===== src/include/tmr_pkg.sv =====
// constants for the dual timer/counter block
package tmr_pkg;
	// register indices on the plain register port
	localparam logic [3:0] ADDR_TCTRL = 4'h0;
	localparam logic [3:0] ADDR_TMODE = 4'h1;
	localparam logic [3:0] ADDR_T0LO  = 4'h2;
	localparam logic [3:0] ADDR_T0HI  = 4'h3;
	localparam logic [3:0] ADDR_T1LO  = 4'h4;
	localparam logic [3:0] ADDR_T1HI  = 4'h5;
	localparam logic [3:0] ADDR_ACK   = 4'h6;
	// timer_control_and_ext_int_flags fields
	localparam int BIT_T1_FLAG  = 7;
	localparam int BIT_T1_RUN   = 6;
	localparam int BIT_T0_FLAG  = 5;
	localparam int BIT_T0_RUN   = 4;
	localparam int BIT_X1_DET   = 3;
	localparam int BIT_X1_TYPE  = 2;
	localparam int BIT_X0_DET   = 1;
	localparam int BIT_X0_TYPE  = 0;
	// timer_mode_control fields: timer 1 in the upper nibble
	localparam int BIT_GATE     = 3;
	localparam int BIT_CNT_SEL  = 2;
	localparam int BIT_MODE_HI  = 1;
	localparam int BIT_MODE_LO  = 0;
	localparam int T1_NIBBLE    = 4;
	// acknowledge register bits (vectoring strobes)
	localparam int ACK_T0 = 0;
	localparam int ACK_T1 = 1;
	localparam int ACK_X0 = 2;
	localparam int ACK_X1 = 3;
	localparam logic [7:0] RESET_BYTE = 8'h00;
	localparam int PRESCALE_BITS = 5;
	typedef enum logic [1:0] {
		MODE_13BIT  = 2'b00,
		MODE_16BIT  = 2'b01,
		MODE_RELOAD = 2'b10,
		MODE_SPLIT  = 2'b11
	} mode_e;
endpackage


===== src/hdl/dual_timer.sv =====
// dual timer/counter with external interrupt detect flags
// Function
// - timer 1 overflow sets its flag; vectoring clears it; software writes it.
// - timer 0 overflow sets its flag; vectoring clears it; software writes it.
// - each timer counts only while its software run bit is set; in mode 11 the timer 0 high half uses the timer 1 run bit.
// - ext int 1 flag sets on edge or level; edge clears on vectoring, level tracks.
// - ext int 0 flag behaves the same as ext int 1.
// - per-input type bit selects falling edge or low level triggering.
// - gate set: count only while pin high and run bit set.
// - gate clear: count whenever run bit set.
// - select clear: increment on the internal machine-cycle tick.
// - select set: increment on each falling edge of the count pin.
// - mode 00: 8-bit counter with 5-bit prescaler.
// - mode 01: full 16-bit counter.
// - mode 10: 8-bit counter auto-reloading from high byte.
// - mode 11 on timer 0: split halves; mode 11 on timer 1: timer 1 stops.
`timescale 1ns/1ns
module dual_timer #(
	parameter int CLKS_PER_CYCLE = 4
) (
	input  wire logic       clk,
	input  wire logic       reset,
	input  wire logic [3:0] addr,
	input  wire logic [7:0] wdata,
	input  wire logic       wr,
	input  wire logic       rd,
	output logic      [7:0] rdata,
	input  wire logic       count_pin0,
	input  wire logic       count_pin1,
	input  wire logic       ext_pin_a,
	input  wire logic       ext_pin_b,
	output logic            t0_overflow_flag,
	output logic            t1_overflow_flag,
	output logic            ext_ext_pin_a_detect,
	output logic            ext_ext_pin_b_detect
);
	initial begin
		if (CLKS_PER_CYCLE < 1 || CLKS_PER_CYCLE > 255)
			$error("CLKS_PER_CYCLE out of range");
	end

	////////////////////////////////////////////////////////////////////////
	logic [7:0] div_reg;
	logic       mc_tick;
	logic [7:0] ctrl_reg;
	logic [7:0] ctrl_next;
	logic [7:0] tmode_reg;
	logic [7:0] rdata_reg;
	logic [7:0] rdata_next;
	logic [3:0] ack;

	// machine-cycle enable from the device clock
	assign mc_tick = (div_reg == 8'(CLKS_PER_CYCLE - 1));
	always_ff @(posedge clk) begin
		if (reset)
			div_reg <= 8'h00;
		else
			div_reg <= mc_tick ? 8'h00 : div_reg + 8'h01;
	end

	////////////////////////////////////////////////////////////////////////
	// pins
	logic p0_lvl, p0_fall_raw, p1_lvl, p1_fall_raw;
	logic xa_lvl, xa_fall_raw, xb_lvl, xb_fall_raw;
	pin_sampler u_c0 (.clk(clk), .reset(reset), .pin(count_pin0), .level(p0_lvl), .fall(p0_fall_raw));
	pin_sampler u_c1 (.clk(clk), .reset(reset), .pin(count_pin1), .level(p1_lvl), .fall(p1_fall_raw));
	pin_sampler u_xa (.clk(clk), .reset(reset), .pin(ext_pin_a), .level(xa_lvl), .fall(xa_fall_raw));
	pin_sampler u_xb (.clk(clk), .reset(reset), .pin(ext_pin_b), .level(xb_lvl), .fall(xb_fall_raw));

	// latch edges between machine cycles so narrow pulses are not lost
	logic [3:0] edge_reg;
	logic [3:0] edge_now;
	assign edge_now = edge_reg | {xb_fall_raw, xa_fall_raw, p1_fall_raw, p0_fall_raw};
	always_ff @(posedge clk) begin
		if (reset || mc_tick)
			edge_reg <= 4'h0;
		else
			edge_reg <= edge_now;
	end
	logic p0_fall, p1_fall, xa_fall, xb_fall;
	assign p0_fall = mc_tick & edge_now[0];
	assign p1_fall = mc_tick & edge_now[1];
	assign xa_fall = mc_tick & edge_now[2];
	assign xb_fall = mc_tick & edge_now[3];

	////////////////////////////////////////////////////////////////////////
	// count enables
	function automatic logic count_en(input logic [3:0] cfg, input logic run, input logic pin_hi,
		input logic tick, input logic fall);
		logic allowed;
		allowed = run && (!cfg[tmr_pkg::BIT_GATE] || pin_hi);
		count_en = allowed && (cfg[tmr_pkg::BIT_CNT_SEL] ? fall : tick);
	endfunction

	logic [3:0] cfg0, cfg1;
	logic [1:0] mode0, mode1;
	logic       t0_run, t1_run;
	logic       tick0, tick1, hi_tick0;
	assign cfg0   = tmode_reg[3:0];
	assign cfg1   = tmode_reg[7:4];
	assign mode0  = cfg0[tmr_pkg::BIT_MODE_HI:tmr_pkg::BIT_MODE_LO];
	assign mode1  = cfg1[tmr_pkg::BIT_MODE_HI:tmr_pkg::BIT_MODE_LO];
	assign t0_run = ctrl_reg[tmr_pkg::BIT_T0_RUN];
	assign t1_run = ctrl_reg[tmr_pkg::BIT_T1_RUN];
	assign tick0  = count_en(cfg0, t0_run, xa_lvl, mc_tick, p0_fall);
	// timer 1 halts in mode 3; timer 0 in mode 3 lends its high half t1_run
	assign tick1  = (mode1 != tmr_pkg::MODE_SPLIT) && count_en(cfg1, t1_run, xb_lvl, mc_tick, p1_fall);
	assign hi_tick0 = t1_run && mc_tick;

	////////////////////////////////////////////////////////////////////////
	// timers
	logic [7:0] t0_lo, t0_hi, t1_lo, t1_hi;
	logic       t0_ovf, t0_hi_ovf, t1_ovf;
	logic       wr_ctrl, wr_tmode, wr_ack;
	assign wr_ctrl  = wr && addr == tmr_pkg::ADDR_TCTRL;
	assign wr_tmode = wr && addr == tmr_pkg::ADDR_TMODE;
	assign wr_ack   = wr && addr == tmr_pkg::ADDR_ACK;
	assign ack      = wr_ack ? wdata[3:0] : 4'h0;

	timer_core u_t0 (
		.clk(clk), .reset(reset), .mode(mode0), .tick(tick0), .hi_tick(hi_tick0),
		.wr_lo(wr && addr == tmr_pkg::ADDR_T0LO), .wr_hi(wr && addr == tmr_pkg::ADDR_T0HI),
		.wdata(wdata), .lo_byte(t0_lo), .hi_byte(t0_hi), .ovf(t0_ovf), .hi_ovf(t0_hi_ovf)
	);
	timer_core u_t1 (
		.clk(clk), .reset(reset), .mode(mode1), .tick(tick1), .hi_tick(1'b0),
		.wr_lo(wr && addr == tmr_pkg::ADDR_T1LO), .wr_hi(wr && addr == tmr_pkg::ADDR_T1HI),
		.wdata(wdata), .lo_byte(t1_lo), .hi_byte(t1_hi), .ovf(t1_ovf), .hi_ovf()
	);

	////////////////////////////////////////////////////////////////////////
	// flags: hardware set wins over any clear in the same cycle
	logic set_t0, set_t1;
	logic x0_set, x1_set;
	assign set_t0 = t0_ovf;
	// in split mode the timer 0 high half also sets the timer 1 flag, beside timer 1 overflow
	assign set_t1 = t1_ovf | (mode0 == tmr_pkg::MODE_SPLIT && t0_hi_ovf);
	// level mode follows the sampled pin, edge mode latches falls
	assign x0_set = ctrl_reg[tmr_pkg::BIT_X0_TYPE] ? xa_fall : 1'b0;
	assign x1_set = ctrl_reg[tmr_pkg::BIT_X1_TYPE] ? xb_fall : 1'b0;

	function automatic logic flag_next(input logic cur, input logic set, input logic wr_en,
		input logic wbit, input logic clr);
		logic v;
		v = cur;
		if (clr)
			v = 1'b0;
		if (wr_en)
			v = wbit;
		flag_next = v | set;
	endfunction

	always_comb begin
		ctrl_next = ctrl_reg;
		if (wr_ctrl)
			ctrl_next = wdata;
		ctrl_next[tmr_pkg::BIT_T0_FLAG] = flag_next(ctrl_reg[tmr_pkg::BIT_T0_FLAG], set_t0, wr_ctrl,
			wdata[tmr_pkg::BIT_T0_FLAG], ack[tmr_pkg::ACK_T0]);
		ctrl_next[tmr_pkg::BIT_T1_FLAG] = flag_next(ctrl_reg[tmr_pkg::BIT_T1_FLAG], set_t1, wr_ctrl,
			wdata[tmr_pkg::BIT_T1_FLAG], ack[tmr_pkg::ACK_T1]);
		if (ctrl_next[tmr_pkg::BIT_X0_TYPE])
			ctrl_next[tmr_pkg::BIT_X0_DET] = flag_next(ctrl_reg[tmr_pkg::BIT_X0_DET], x0_set, wr_ctrl,
				wdata[tmr_pkg::BIT_X0_DET], ack[tmr_pkg::ACK_X0]);
		else
			ctrl_next[tmr_pkg::BIT_X0_DET] = ~xa_lvl;
		if (ctrl_next[tmr_pkg::BIT_X1_TYPE])
			ctrl_next[tmr_pkg::BIT_X1_DET] = flag_next(ctrl_reg[tmr_pkg::BIT_X1_DET], x1_set, wr_ctrl,
				wdata[tmr_pkg::BIT_X1_DET], ack[tmr_pkg::ACK_X1]);
		else
			ctrl_next[tmr_pkg::BIT_X1_DET] = ~xb_lvl;
	end

	always_ff @(posedge clk) begin
		if (reset) begin
			ctrl_reg  <= tmr_pkg::RESET_BYTE;
			tmode_reg <= tmr_pkg::RESET_BYTE;
		end else begin
			ctrl_reg <= ctrl_next;
			if (wr_tmode)
				tmode_reg <= wdata;
		end
	end

	////////////////////////////////////////////////////////////////////////
	// read port: data in the cycle after the strobe, zero elsewhere
	always_comb begin
		rdata_next = 8'h00;
		if (rd && addr == tmr_pkg::ADDR_TCTRL)
			rdata_next = ctrl_reg;
		else if (rd && addr == tmr_pkg::ADDR_TMODE)
			rdata_next = tmode_reg;
		else if (rd && addr == tmr_pkg::ADDR_T0LO)
			rdata_next = t0_lo;
		else if (rd && addr == tmr_pkg::ADDR_T0HI)
			rdata_next = t0_hi;
		else if (rd && addr == tmr_pkg::ADDR_T1LO)
			rdata_next = t1_lo;
		else if (rd && addr == tmr_pkg::ADDR_T1HI)
			rdata_next = t1_hi;
	end

	always_ff @(posedge clk) begin
		if (reset)
			rdata_reg <= 8'h00;
		else
			rdata_reg <= rdata_next;
	end

	assign rdata            = rdata_reg;
	assign t0_overflow_flag = ctrl_reg[tmr_pkg::BIT_T0_FLAG];
	assign t1_overflow_flag = ctrl_reg[tmr_pkg::BIT_T1_FLAG];
	assign ext_ext_pin_a_detect  = ctrl_reg[tmr_pkg::BIT_X0_DET];
	assign ext_ext_pin_b_detect  = ctrl_reg[tmr_pkg::BIT_X1_DET];
endmodule


===== src/hdl/pin_sampler.sv =====
// synchroniser and falling-edge detector for one input pin
`timescale 1ns/1ns
module pin_sampler (
	input  wire logic clk,
	input  wire logic reset,
	input  wire logic pin,
	output logic      level,
	output logic      fall
);
	logic meta_reg;
	logic sync_reg;
	logic prev_reg;

	// two flops before any use; third flop holds the last sample
	always_ff @(posedge clk) begin
		if (reset) begin
			meta_reg <= 1'b1;
			sync_reg <= 1'b1;
			prev_reg <= 1'b1;
		end else begin
			meta_reg <= pin;
			sync_reg <= meta_reg;
			prev_reg <= sync_reg;
		end
	end

	assign level = sync_reg;
	assign fall  = prev_reg & ~sync_reg;
endmodule


===== src/hdl/timer_core.sv =====
// one 16-bit timer/counter with four modes
`timescale 1ns/1ns
module timer_core (
	input  wire logic       clk,
	input  wire logic       reset,
	input  wire logic [1:0] mode,
	input  wire logic       tick,
	input  wire logic       hi_tick,
	input  wire logic       wr_lo,
	input  wire logic       wr_hi,
	input  wire logic [7:0] wdata,
	output logic      [7:0] lo_byte,
	output logic      [7:0] hi_byte,
	output logic            ovf,
	output logic            hi_ovf
);
	logic [7:0] lo_reg;
	logic [7:0] hi_reg;
	logic [7:0] lo_next;
	logic [7:0] hi_next;
	logic [12:0] c13;
	logic [12:0] c13_inc;
	logic        c13_carry;
	logic [16:0] c16_inc;
	logic [8:0]  lo_inc;
	logic [8:0]  hi_inc;

	// mode 0: prescaler in the low five bits of the low byte
	assign c13 = {hi_reg, lo_reg[tmr_pkg::PRESCALE_BITS-1:0]};
	assign {c13_carry, c13_inc} = {1'b0, c13} + 14'h0001;
	assign c16_inc = {1'b0, hi_reg, lo_reg} + 17'h00001;
	assign lo_inc  = {1'b0, lo_reg} + 9'h001;
	assign hi_inc  = {1'b0, hi_reg} + 9'h001;

	always_comb begin
		lo_next = lo_reg;
		hi_next = hi_reg;
		ovf     = 1'b0;
		hi_ovf  = 1'b0;
		if (tick) begin
			case (mode)
				tmr_pkg::MODE_13BIT: begin
					lo_next = {lo_reg[7:tmr_pkg::PRESCALE_BITS], c13_inc[tmr_pkg::PRESCALE_BITS-1:0]};
					hi_next = c13_inc[12:tmr_pkg::PRESCALE_BITS];
					ovf     = c13_carry;
				end
				tmr_pkg::MODE_16BIT: begin
					{hi_next, lo_next} = c16_inc[15:0];
					ovf = c16_inc[16];
				end
				tmr_pkg::MODE_RELOAD: begin
					lo_next = lo_inc[8] ? hi_reg : lo_inc[7:0];
					ovf     = lo_inc[8];
				end
				default: begin
					lo_next = lo_inc[7:0];
					ovf     = lo_inc[8];
				end
			endcase
		end
		if (hi_tick && mode == tmr_pkg::MODE_SPLIT) begin
			hi_next = hi_inc[7:0];
			hi_ovf  = hi_inc[8];
		end
		if (wr_lo)
			lo_next = wdata;
		if (wr_hi)
			hi_next = wdata;
	end

	always_ff @(posedge clk) begin
		if (reset) begin
			lo_reg <= tmr_pkg::RESET_BYTE;
			hi_reg <= tmr_pkg::RESET_BYTE;
		end else begin
			lo_reg <= lo_next;
			hi_reg <= hi_next;
		end
	end

	assign lo_byte = lo_reg;
	assign hi_byte = hi_reg;
endmodule


===== config.mk =====
export PLATFORM = sky130hd
export DESIGN_NAME = dual_timer
export DESIGN_NICKNAME = d
export VERILOG_FILES = /design/src/include/tmr_pkg.sv /design/src/hdl/dual_timer.sv /design/src/hdl/pin_sampler.sv /design/src/hdl/timer_core.sv
export SDC_FILE = /design/constraint.sdc
export NUM_CORES = 1
export LEC_CHECK = 0
export ABC_CLOCK_PERIOD_IN_PS = 2930
export BUFFER_PORTS_ARGS = -buffer_cell sky130_fd_sc_hd__buf_2
export CAP_MARGIN = 20
export CORE_ASPECT_RATIO = 1.2
export CORE_UTILIZATION = 55
export CTS_CLUSTER_SIZE = 40
export DETAILED_ROUTE_END_ITERATION = 6
export GPL_TIMING_DRIVEN = 0
export PLACE_DENSITY = 0.77
export SLEW_MARGIN = 10
export SYNTH_ARGS = -nofsm -noshare
export SYNTH_HDL_FRONTEND = slang
export SYNTH_HIERARCHICAL = 1
export SYNTH_SLANG_ARGS = --single-unit

===== constraint.sdc =====
create_clock -name clk -period 2.93 [get_ports clk]
set_input_delay 0.586 -clock clk [delete_from_list [all_inputs] [get_ports clk]]
set_output_delay 0.586 -clock clk [all_outputs]
set_load 0.02 [all_outputs]

# Word-level counts from Yosys, hierarchy flattened
# Cells that the tools add are included.
# classes
n_reduce_logical,40
bitwise,18
muxes,44
n_eq_ne,15
add_sub_neg,8
# ops
cell,n
$mux 8,17
$pmux 8 s3,2
$add 16x1->17 const B,2
$pmux 8 s2,2
$add 13x1->14 const B,2
$add 8x1->9 const B,3
$logic_and 1x1->1,21
$mux 1,19
$eq 4x3->1 const B,3
$add 8x1->8 const B,1
$and 1x1->1,8
$eq 4x2->1 const B,2
$eq 8x2->1 const B,1
$reduce_and 2->1,4
$eq 2x2->1 const B,3
$reduce_bool 2->1,3
$reduce_bool 3->1,2
$or 1x1->1,5
$eq 2x1->1 const B,2
$eq 4x1->1 const B,1
$logic_not 2->1,2
$logic_not 4->1,1
$mux 4,1
$ne 2x1->1 const B,2
other kinds (9),16
# totals
regBits,80
wordCells,149
input_bits,20
out_inout_bits,12

# Depth between registers and ports, before layout
# Gate-level depths: netlist (run 1).
# depth
word_depth,10
mapped_depth,11
ltp_nobuf,10

# Hierarchy
# Netlist (run 1), hierarchy kept.
# by_module_without_submodules
mod,instances,area_per_inst_um2,cells_per_inst,seq_area_each_um2
timer_core,2,1193.6,155,320.3
dual_timer,1,1869.3,217,720.7
pin_sampler,4,85.1,7,60.1

# Worst setup path before layout (run 1)
# Ideal clock, no wire load.
# synth_path
path_type,register to register
from,register div_reg[4]
to,register u_t1.lo_reg[6] (netlist: u_t1/lo_byte[6])
t_required_ns,2.859
setup_time_ns,0.071
synth_period_minus_slack_ns,2.758
n_path_buf,1
t_arrival_ns,2.687
stages_incl_launch_ff,10
slack_ns,0.172
path_cell_list,dfxtp_1 > or4_1 > or3_4 > nor2_2 > and2_1 > clkbuf_1 > nor2b_1 > o21ai_0 > or3_1 > a21oi_1
# synth_between
elab_chain_cells,7
# synth_lines
element,line,source
"start, declared",dual_timer.sv:43,logic [7:0] div_reg;
"start signal, assigned",dual_timer.sv:58,div_reg <= mc_tick ? 8'h00 : div_reg + 8'h01;
$eq 8x2->1 (*),dual_timer.sv:53,assign mc_tick = (div_reg == 8'(CLKS_PER_CYCLE - 1));
$and 1x1->1,dual_timer.sv:82,assign p1_fall = mc_tick & edge_now[1];
$mux 1 (*),dual_timer.sv:92,count_en = allowed && (cfg[tmr_pkg::BIT_CNT_SEL] ? fall : tick);
$logic_and 1x1->1 (*),dual_timer.sv:92,
$logic_and 1x1->1 (*),dual_timer.sv:107,"assign tick1 = (mode1 != tmr_pkg::MODE_SPLIT) && count_en(cfg1, t1_run, xb_lvl, mc_tick, p1_fall);"
via tick1,dual_timer.sv:98,"logic tick0, tick1, hi_tick0;"
$reduce_bool 2->1 (no line) (*),-,
$reduce_and 2->1 (no line) (*),-,
"end signal, assigned",timer_core.sv:73,lo_reg <= tmr_pkg::RESET_BYTE;
"end signal, assigned",timer_core.sv:76,lo_reg <= lo_next;
"end, declared",timer_core.sv:17,logic [7:0] lo_reg;
# The timed path passes the listed nets; every way through them passes the cells marked *.
# A chain may end at the register's enable or synchronous reset.

# Final worst setup path (run 1)
# Ends and elaborated chain as after synthesis.

==> run_results.csv, run 1 <==
group,metric,value,unit
layout,syn_to_final_growth,12.07,%
drt,drt_iter0_drc,390,
timing,worstMarginPinSlew,0.9330,ns
place,place_inst,681,
place,portBuffers,30,
pwr,p_sw,0.6134,mW
cts,cts_buffers,9,
cts,root_buffer,"clkbuf_8",
layout,final_common_cell,"dfxtp_1",
layout,drive_gt1_share,14.88,%
die,fp.dieW,85.42,um
layout,post-route-util,63.49,%
die,initial_core_util,56.65,%
synthesis,ys.warnings.count,6,
worst_setup_path,cp_max_fo,10,
synthesis,synthCells,554,
worst_setup_path,required,3.22,ns
place,gp_congestion,0.9767,
drt,drtPass1Iterations,5,
pwr,p_clk_share,37.9,%
cts,cts_tree,"built",
drt,avgRoutedWirePerCell,19.90,um
hold_path,holdPathStages,2,
layout,fin_area,5147,um^2
pwr,leakage,1.897,nW
layout,nNetsFinal,625,
timing,max_freq,355.2,MHz
worst_setup_path,reg2reg_depth,9,
run_status,status,"finished clean",
worst_setup_path,cp-end-kind,"flip-flop",
cts,clock_path_buffers,2,
timing,period_share,96.09,%
place,dp_hpwl,9893,um
layout,finalNonFillerCells,700,
global_route,grt_pass1_vias,4203,
layout,antenna_cells,0,
pwr,switching_share,27.70,%
hold_path,hold_path_class,"input pin to flip-flop",
cts,clock_latency,0.36,ns
pwr,p_comb_share,9.6,%
cts,clock_sinks,80,
die,die-area,8722,um^2
die,core-area,8108,um^2
timing,setup_violations,0,
drt,ant_nets,0,
die,die_h,102.1,um
timing,hold_viol,0,
global_route,grt_pass1_wl,21400,um
cts,htreeDepth,3,
drt,wirelength,13930,um
global_route,overflow,0,
layout,final_cell_mix,"dfxtp_1, nor2_1, buf_2",
drt,drcViolationCount,0,
worst_setup_path,crit_type,"flip-flop to flip-flop",
timing,drv_slew,0,
timing,finalCriticalPeriod,2.816,ns
run,maxCapViolCount,0,
place,place_area,4870,um^2
pwr,seqPwrFrac,52.5,%
pwr,p_per_area,430.2,nW/um^2
global_route,grt_max_degree,24,
timing,finalClockSkew,0.009830,ns
timing,slew_headroom,37.67,%
global_route,global_route.usage.total,32.18,%
worst_setup_path,cp_data_arrival_time,3.11,ns
drt,vias_per_cell,6.511,
pwr,p_int,1.601,mW
pwr,power.total,2.214,mW
synthesis,synth_area_per_cell,8.291,um^2
timing,tns,0,ns
worst_setup_path,startpoint_type,"flip-flop",
cts,path_clk_slew,0.09,ns
die,pin_count,32,
layout,n_fill_cell,741,
pwr,ir_drop,0.0003527,V
drt,num_vias,4558,
synthesis,syn_area,4593,um^2
global_route,antenna_found_initial,0,
die,rows,36,
==> power by group through the flow <==
stage | combinational [mW] | sequential, mW | clock, mW
6_report | 0.212 | 1.16 | 0.840
5_1_grt | 0.228 | 1.17 | 0.902
4_1_cts | 0.207 | 1.16 | 0.860
3_5_place_dp | 0.206 | 1.19 | 0
2_1_floorplan | 0.126 | 1.17 | 0
3_3_place_gp | 0.201 | 1.18 | 0
==> path summary, 6_finish.rpt <==
check,from,to,slack [ns]
worst max-delay path,div_reg[4]$_SDFF_PP0_,u_t1/lo_byte[6]$_SDFFE_PP0P_,0.11
worst min-delay path,ext_pin_a,u_xa/meta_reg$_SDFF_PP1_,0.39
worst max register to register,div_reg[4]$_SDFF_PP0_,u_t1/lo_byte[6]$_SDFFE_PP0P_,0.11
worst min register to register,u_c0/meta_reg$_SDFF_PP1_,u_c0/level$_SDFF_PP1_,0.41
==> worst max-delay path, cell delays in order, from the launching register on <==
cell and delay (ns):
dfxtp_1 0.36, or4_1 0.52, or3_4 0.43, nor2_4 0.15, and2_1 0.21, clkbuf_4 0.23
nor2b_4 0.23, o21ai_0 0.13, or3_1 0.36, a21oi_1 0.13
==> stage by stage <==
stage	hold WS [ns]	worst slack, ns
after CTS	0.3822	0.05025
after floorplan	0.3854	0.1721
after global routing	0.3844	-0.03150
final	0.3925	0.1145
after detailed placement	0.3998	-0.3340
after global placement	0.3878	-0.2550
==> metal layers <==
layer | vias up | part of all wire, % | track usage, %
li1 | 2142 | - | -
met1 | 2171 | 41 | 39.53
met2 | 210 | 48 | 54.46
met3 | 35 | 6.8 | 5.331
met4 | 0 | 3.7 | 16.79
met5 | - | 0 | 0
==> layout make-up <==
class                   count  area (um^2)  share of cell area, %
multi-input cells         430         2833                  55.03
flip-flops and latches     80         1602                  31.11
repair buffers             34        180.2                  3.500
plain buffers              33        165.2                  3.209
clock buffers               9        123.9                  2.406
well taps                  95        118.9                  2.309
clock inverters             7        80.08                  1.556
inverters                  12        45.04                 0.8751
==> timing repair <==
action | 4_1_cts | 5_1_grt
hold buffers | 0 | 0
gates resized for setup | 6 | 9
endpoints found under the setup margin | 6 | 12
setup buffers | 0 | 4
Note: power is estimated with default switching activity, not from simulation.
==> run 2, diff against run 1 <==
--- a/config.mk
+++ b/config.mk
@@ -9,11 +9,12 @@
 export BUFFER_PORTS_ARGS = -buffer_cell sky130_fd_sc_hd__buf_2
 export CAP_MARGIN = 20
 export CORE_ASPECT_RATIO = 1.2
-export CORE_UTILIZATION = 55
+export CORE_UTILIZATION = 57
+export CTS_BUF_LIST = sky130_fd_sc_hd__clkbuf_8
 export CTS_CLUSTER_SIZE = 40
 export DETAILED_ROUTE_END_ITERATION = 6
 export GPL_TIMING_DRIVEN = 0
-export PLACE_DENSITY = 0.77
+export PLACE_DENSITY = 0.79
 export SLEW_MARGIN = 10
 export SYNTH_ARGS = -nofsm -noshare
 export SYNTH_HDL_FRONTEND = slang
==> run_results.csv, run 2 (synthesized netlist as in run 1, its figures left out) <==
group,metric,value,unit
timing,period_share,95.79,%
drt,vias_per_cell,6.673,
layout,drive_gt1_share,15.42,%
die,initial_core_util,59.26,%
worst_setup_path,rrSetupSlack,0.12,ns
layout,syn_to_final_growth,11.71,%
pwr,switching_share,28.67,%
worst_setup_path,cp_max_fo,10,
timing,worstMarginPinSlew,0.8450,ns
cts,cts_tree,"built",
global_route,grt_pass1_wl,22150,um
pwr,ir_drop,0.0003045,V
drt,num_vias,4638,
die,fp.dieW,83.95,um
pwr,p_per_area,420.1,nW/um^2
global_route,global_route.usage.total,33.59,%
run_status,status,"finished with violations",
place,portBuffers,30,
worst_setup_path,startpoint_type,"flip-flop",
drt,drt_iter0_drc,506,
run,maxCapViolCount,0,
worst_setup_path,cp-end-kind,"flip-flop",
cts,root_buffer,"clkbuf_8",
layout,antenna_cells,0,
hold_path,holdPathStages,2,
drt,wirelength,13960,um
layout,finalNonFillerCells,695,
pwr,leakage,1.875,nW
timing,hold_viol,0,
worst_setup_path,reg2reg_depth,8,
run_status,violations,"DRC",
worst_setup_path,rr_startpoint,"div_reg[4]$_SDFF_PP0_",
layout,final_common_cell,"dfxtp_1",
timing,slew_headroom,43.55,%
hold_path,worstHoldStart,"ext_pin_a",
drt,drtPass1Iterations,7,
die,core-area,7751,um^2
place,dp_hpwl,9862,um
pwr,seqPwrFrac,53.9,%
drt,avgRoutedWirePerCell,20.08,um
die,rows,35,
cts,hold_buffers,0,
layout,fin_area,5131,um^2
timing,finalClockSkew,0.01318,ns
cts,path_clk_slew,0.09,ns
worst_setup_path,required,3.22,ns
pwr,p_clk_share,36.1,%
global_route,antenna_found_initial,0,
drt,ant_nets,0,
timing,drv_slew,0,
timing,rsz0062_at_grt,"no",
hold_path,hold_path_class,"input pin to flip-flop",
timing,setup_violations,0,
cts,clock_path_buffers,2,
cts,htreeDepth,3,
die,die-area,8423,um^2
global_route,overflow,0,
timing,max_freq,356.3,MHz
hold_path,min_to,"u_xa/meta_reg$_SDFF_PP1_",
layout,nNetsFinal,623,
global_route,grt_pass1_vias,4414,
layout,post-route-util,66.20,%
global_route,grt_max_degree,24,
cts,clock_latency,0.36,ns
cts,clock_sinks,80,
timing,finalCriticalPeriod,2.807,ns
worst_setup_path,crit_type,"flip-flop to flip-flop",
layout,final_cell_mix,"dfxtp_1, nor2_1, buf_2",
worst_setup_path,cp_data_arrival_time,3.10,ns
die,die_h,100.3,um
pwr,p_comb_share,10.0,%
die,pin_count,32,
place,gp_congestion,0.9493,
worst_setup_path,r2r-end,"u_t0/lo_byte[6]$_SDFFE_PP0P_",
drt,drcViolationCount,4,
worst_setup_path,crit_path_start,"div_reg[4]$_SDFF_PP0_",
cts,cts_buffers,9,
pwr,p_int,1.537,mW
layout,n_fill_cell,646,
place,place_inst,678,
pwr,p_sw,0.6180,mW
place,place_area,4866,um^2
run 2: cell types whose count changed in the layout (fill, tap and decap cells not counted), sizes merged:
cell	before	now
bufinv	1	0
clkinvlp	1	2
buf	49	47
clkbuf	27	28
clkinv	5	4
run 2: worst max-delay path, stage by stage (launching register included):
cell,delay [ns]
dfxtp_1,0.36
or4_1,0.52
or3_4,0.43
a211oi_2,0.27
clkbuf_4,0.27
nor2b_4,0.25
o21ai_0,0.15
or3_1,0.36
a21oi_1,0.12
run 2: how the worst max path moves through the flow:
stage / to / slack, ns
after global routing: u_t0/lo_byte[6]$_SDFFE_PP0P_ / 0.008
after floorplan: u_t1/lo_byte[6]$_SDFFE_PP0P_ / 0.17
after detailed placement: u_t0/lo_byte[6]$_SDFFE_PP0P_ / -0.37
final: u_t0/lo_byte[6]$_SDFFE_PP0P_ / 0.12
after CTS: u_t0/hi_byte[4]$_SDFFE_PP0P_ / 0.009
after global placement: u_t0/lo_byte[6]$_SDFFE_PP0P_ / -0.30
run 2: layer usage:
| layer | up-vias | global-route usage, % | part of all wire, % |
|---|---|---|---|
| li1 | 2140 | - | - |
| met1 | 2194 | 41.39 | 40 |
| met2 | 246 | 55.17 | 47 |
| met3 | 58 | 5.428 | 8.3 |
| met4 | 0 | 20.69 | 5.0 |
| met5 | - | 0 | 0 |
run 2: area by class of cell:
type,count,area (um^2),share of cell area [%]
buffer,33,162.7,3.170
clock buffer,10,137.6,2.682
clock inverter,6,50.05,0.9754
inverter,12,45.04,0.8778
multi-input combinational,430,2854,55.62
sequential,80,1602,31.21
tap,92,115.1,2.243
timing repair buffer,32,165.2,3.219
run 2: power groups by stage:
stage,logic [mW],registers [mW],clock network (mW)
after CTS,0.209,1.16,0.791
final,0.216,1.16,0.778
after floorplan,0.126,1.17,0
after global routing,0.233,1.17,0.834
after detailed placement,0.208,1.19,0
after global placement,0.202,1.18,0
run 2: through the flow:
stage	worst slack, ns	hold slack (ns)	TNS (ns)	total power [mW]
floorplan	0.1721	0.3854	0	1.300
global placement	-0.3010	0.3883	-0.7046	1.385
detailed placement	-0.3739	0.3946	-1.164	1.393
CTS	0.009286	0.3902	0	2.160
global route	0.008418	0.3886	0	2.233
finish	0.1233	0.3952	0	2.155
run 2: timing repair:
| action | 4_1_cts | 5_1_grt |
|---|---|---|
| setup endpoints to repair | 6 | 14 |
| cloned | 0 | 0 |
| buffers inserted | 0 | 2 |
| resized for setup | 6 | 12 |
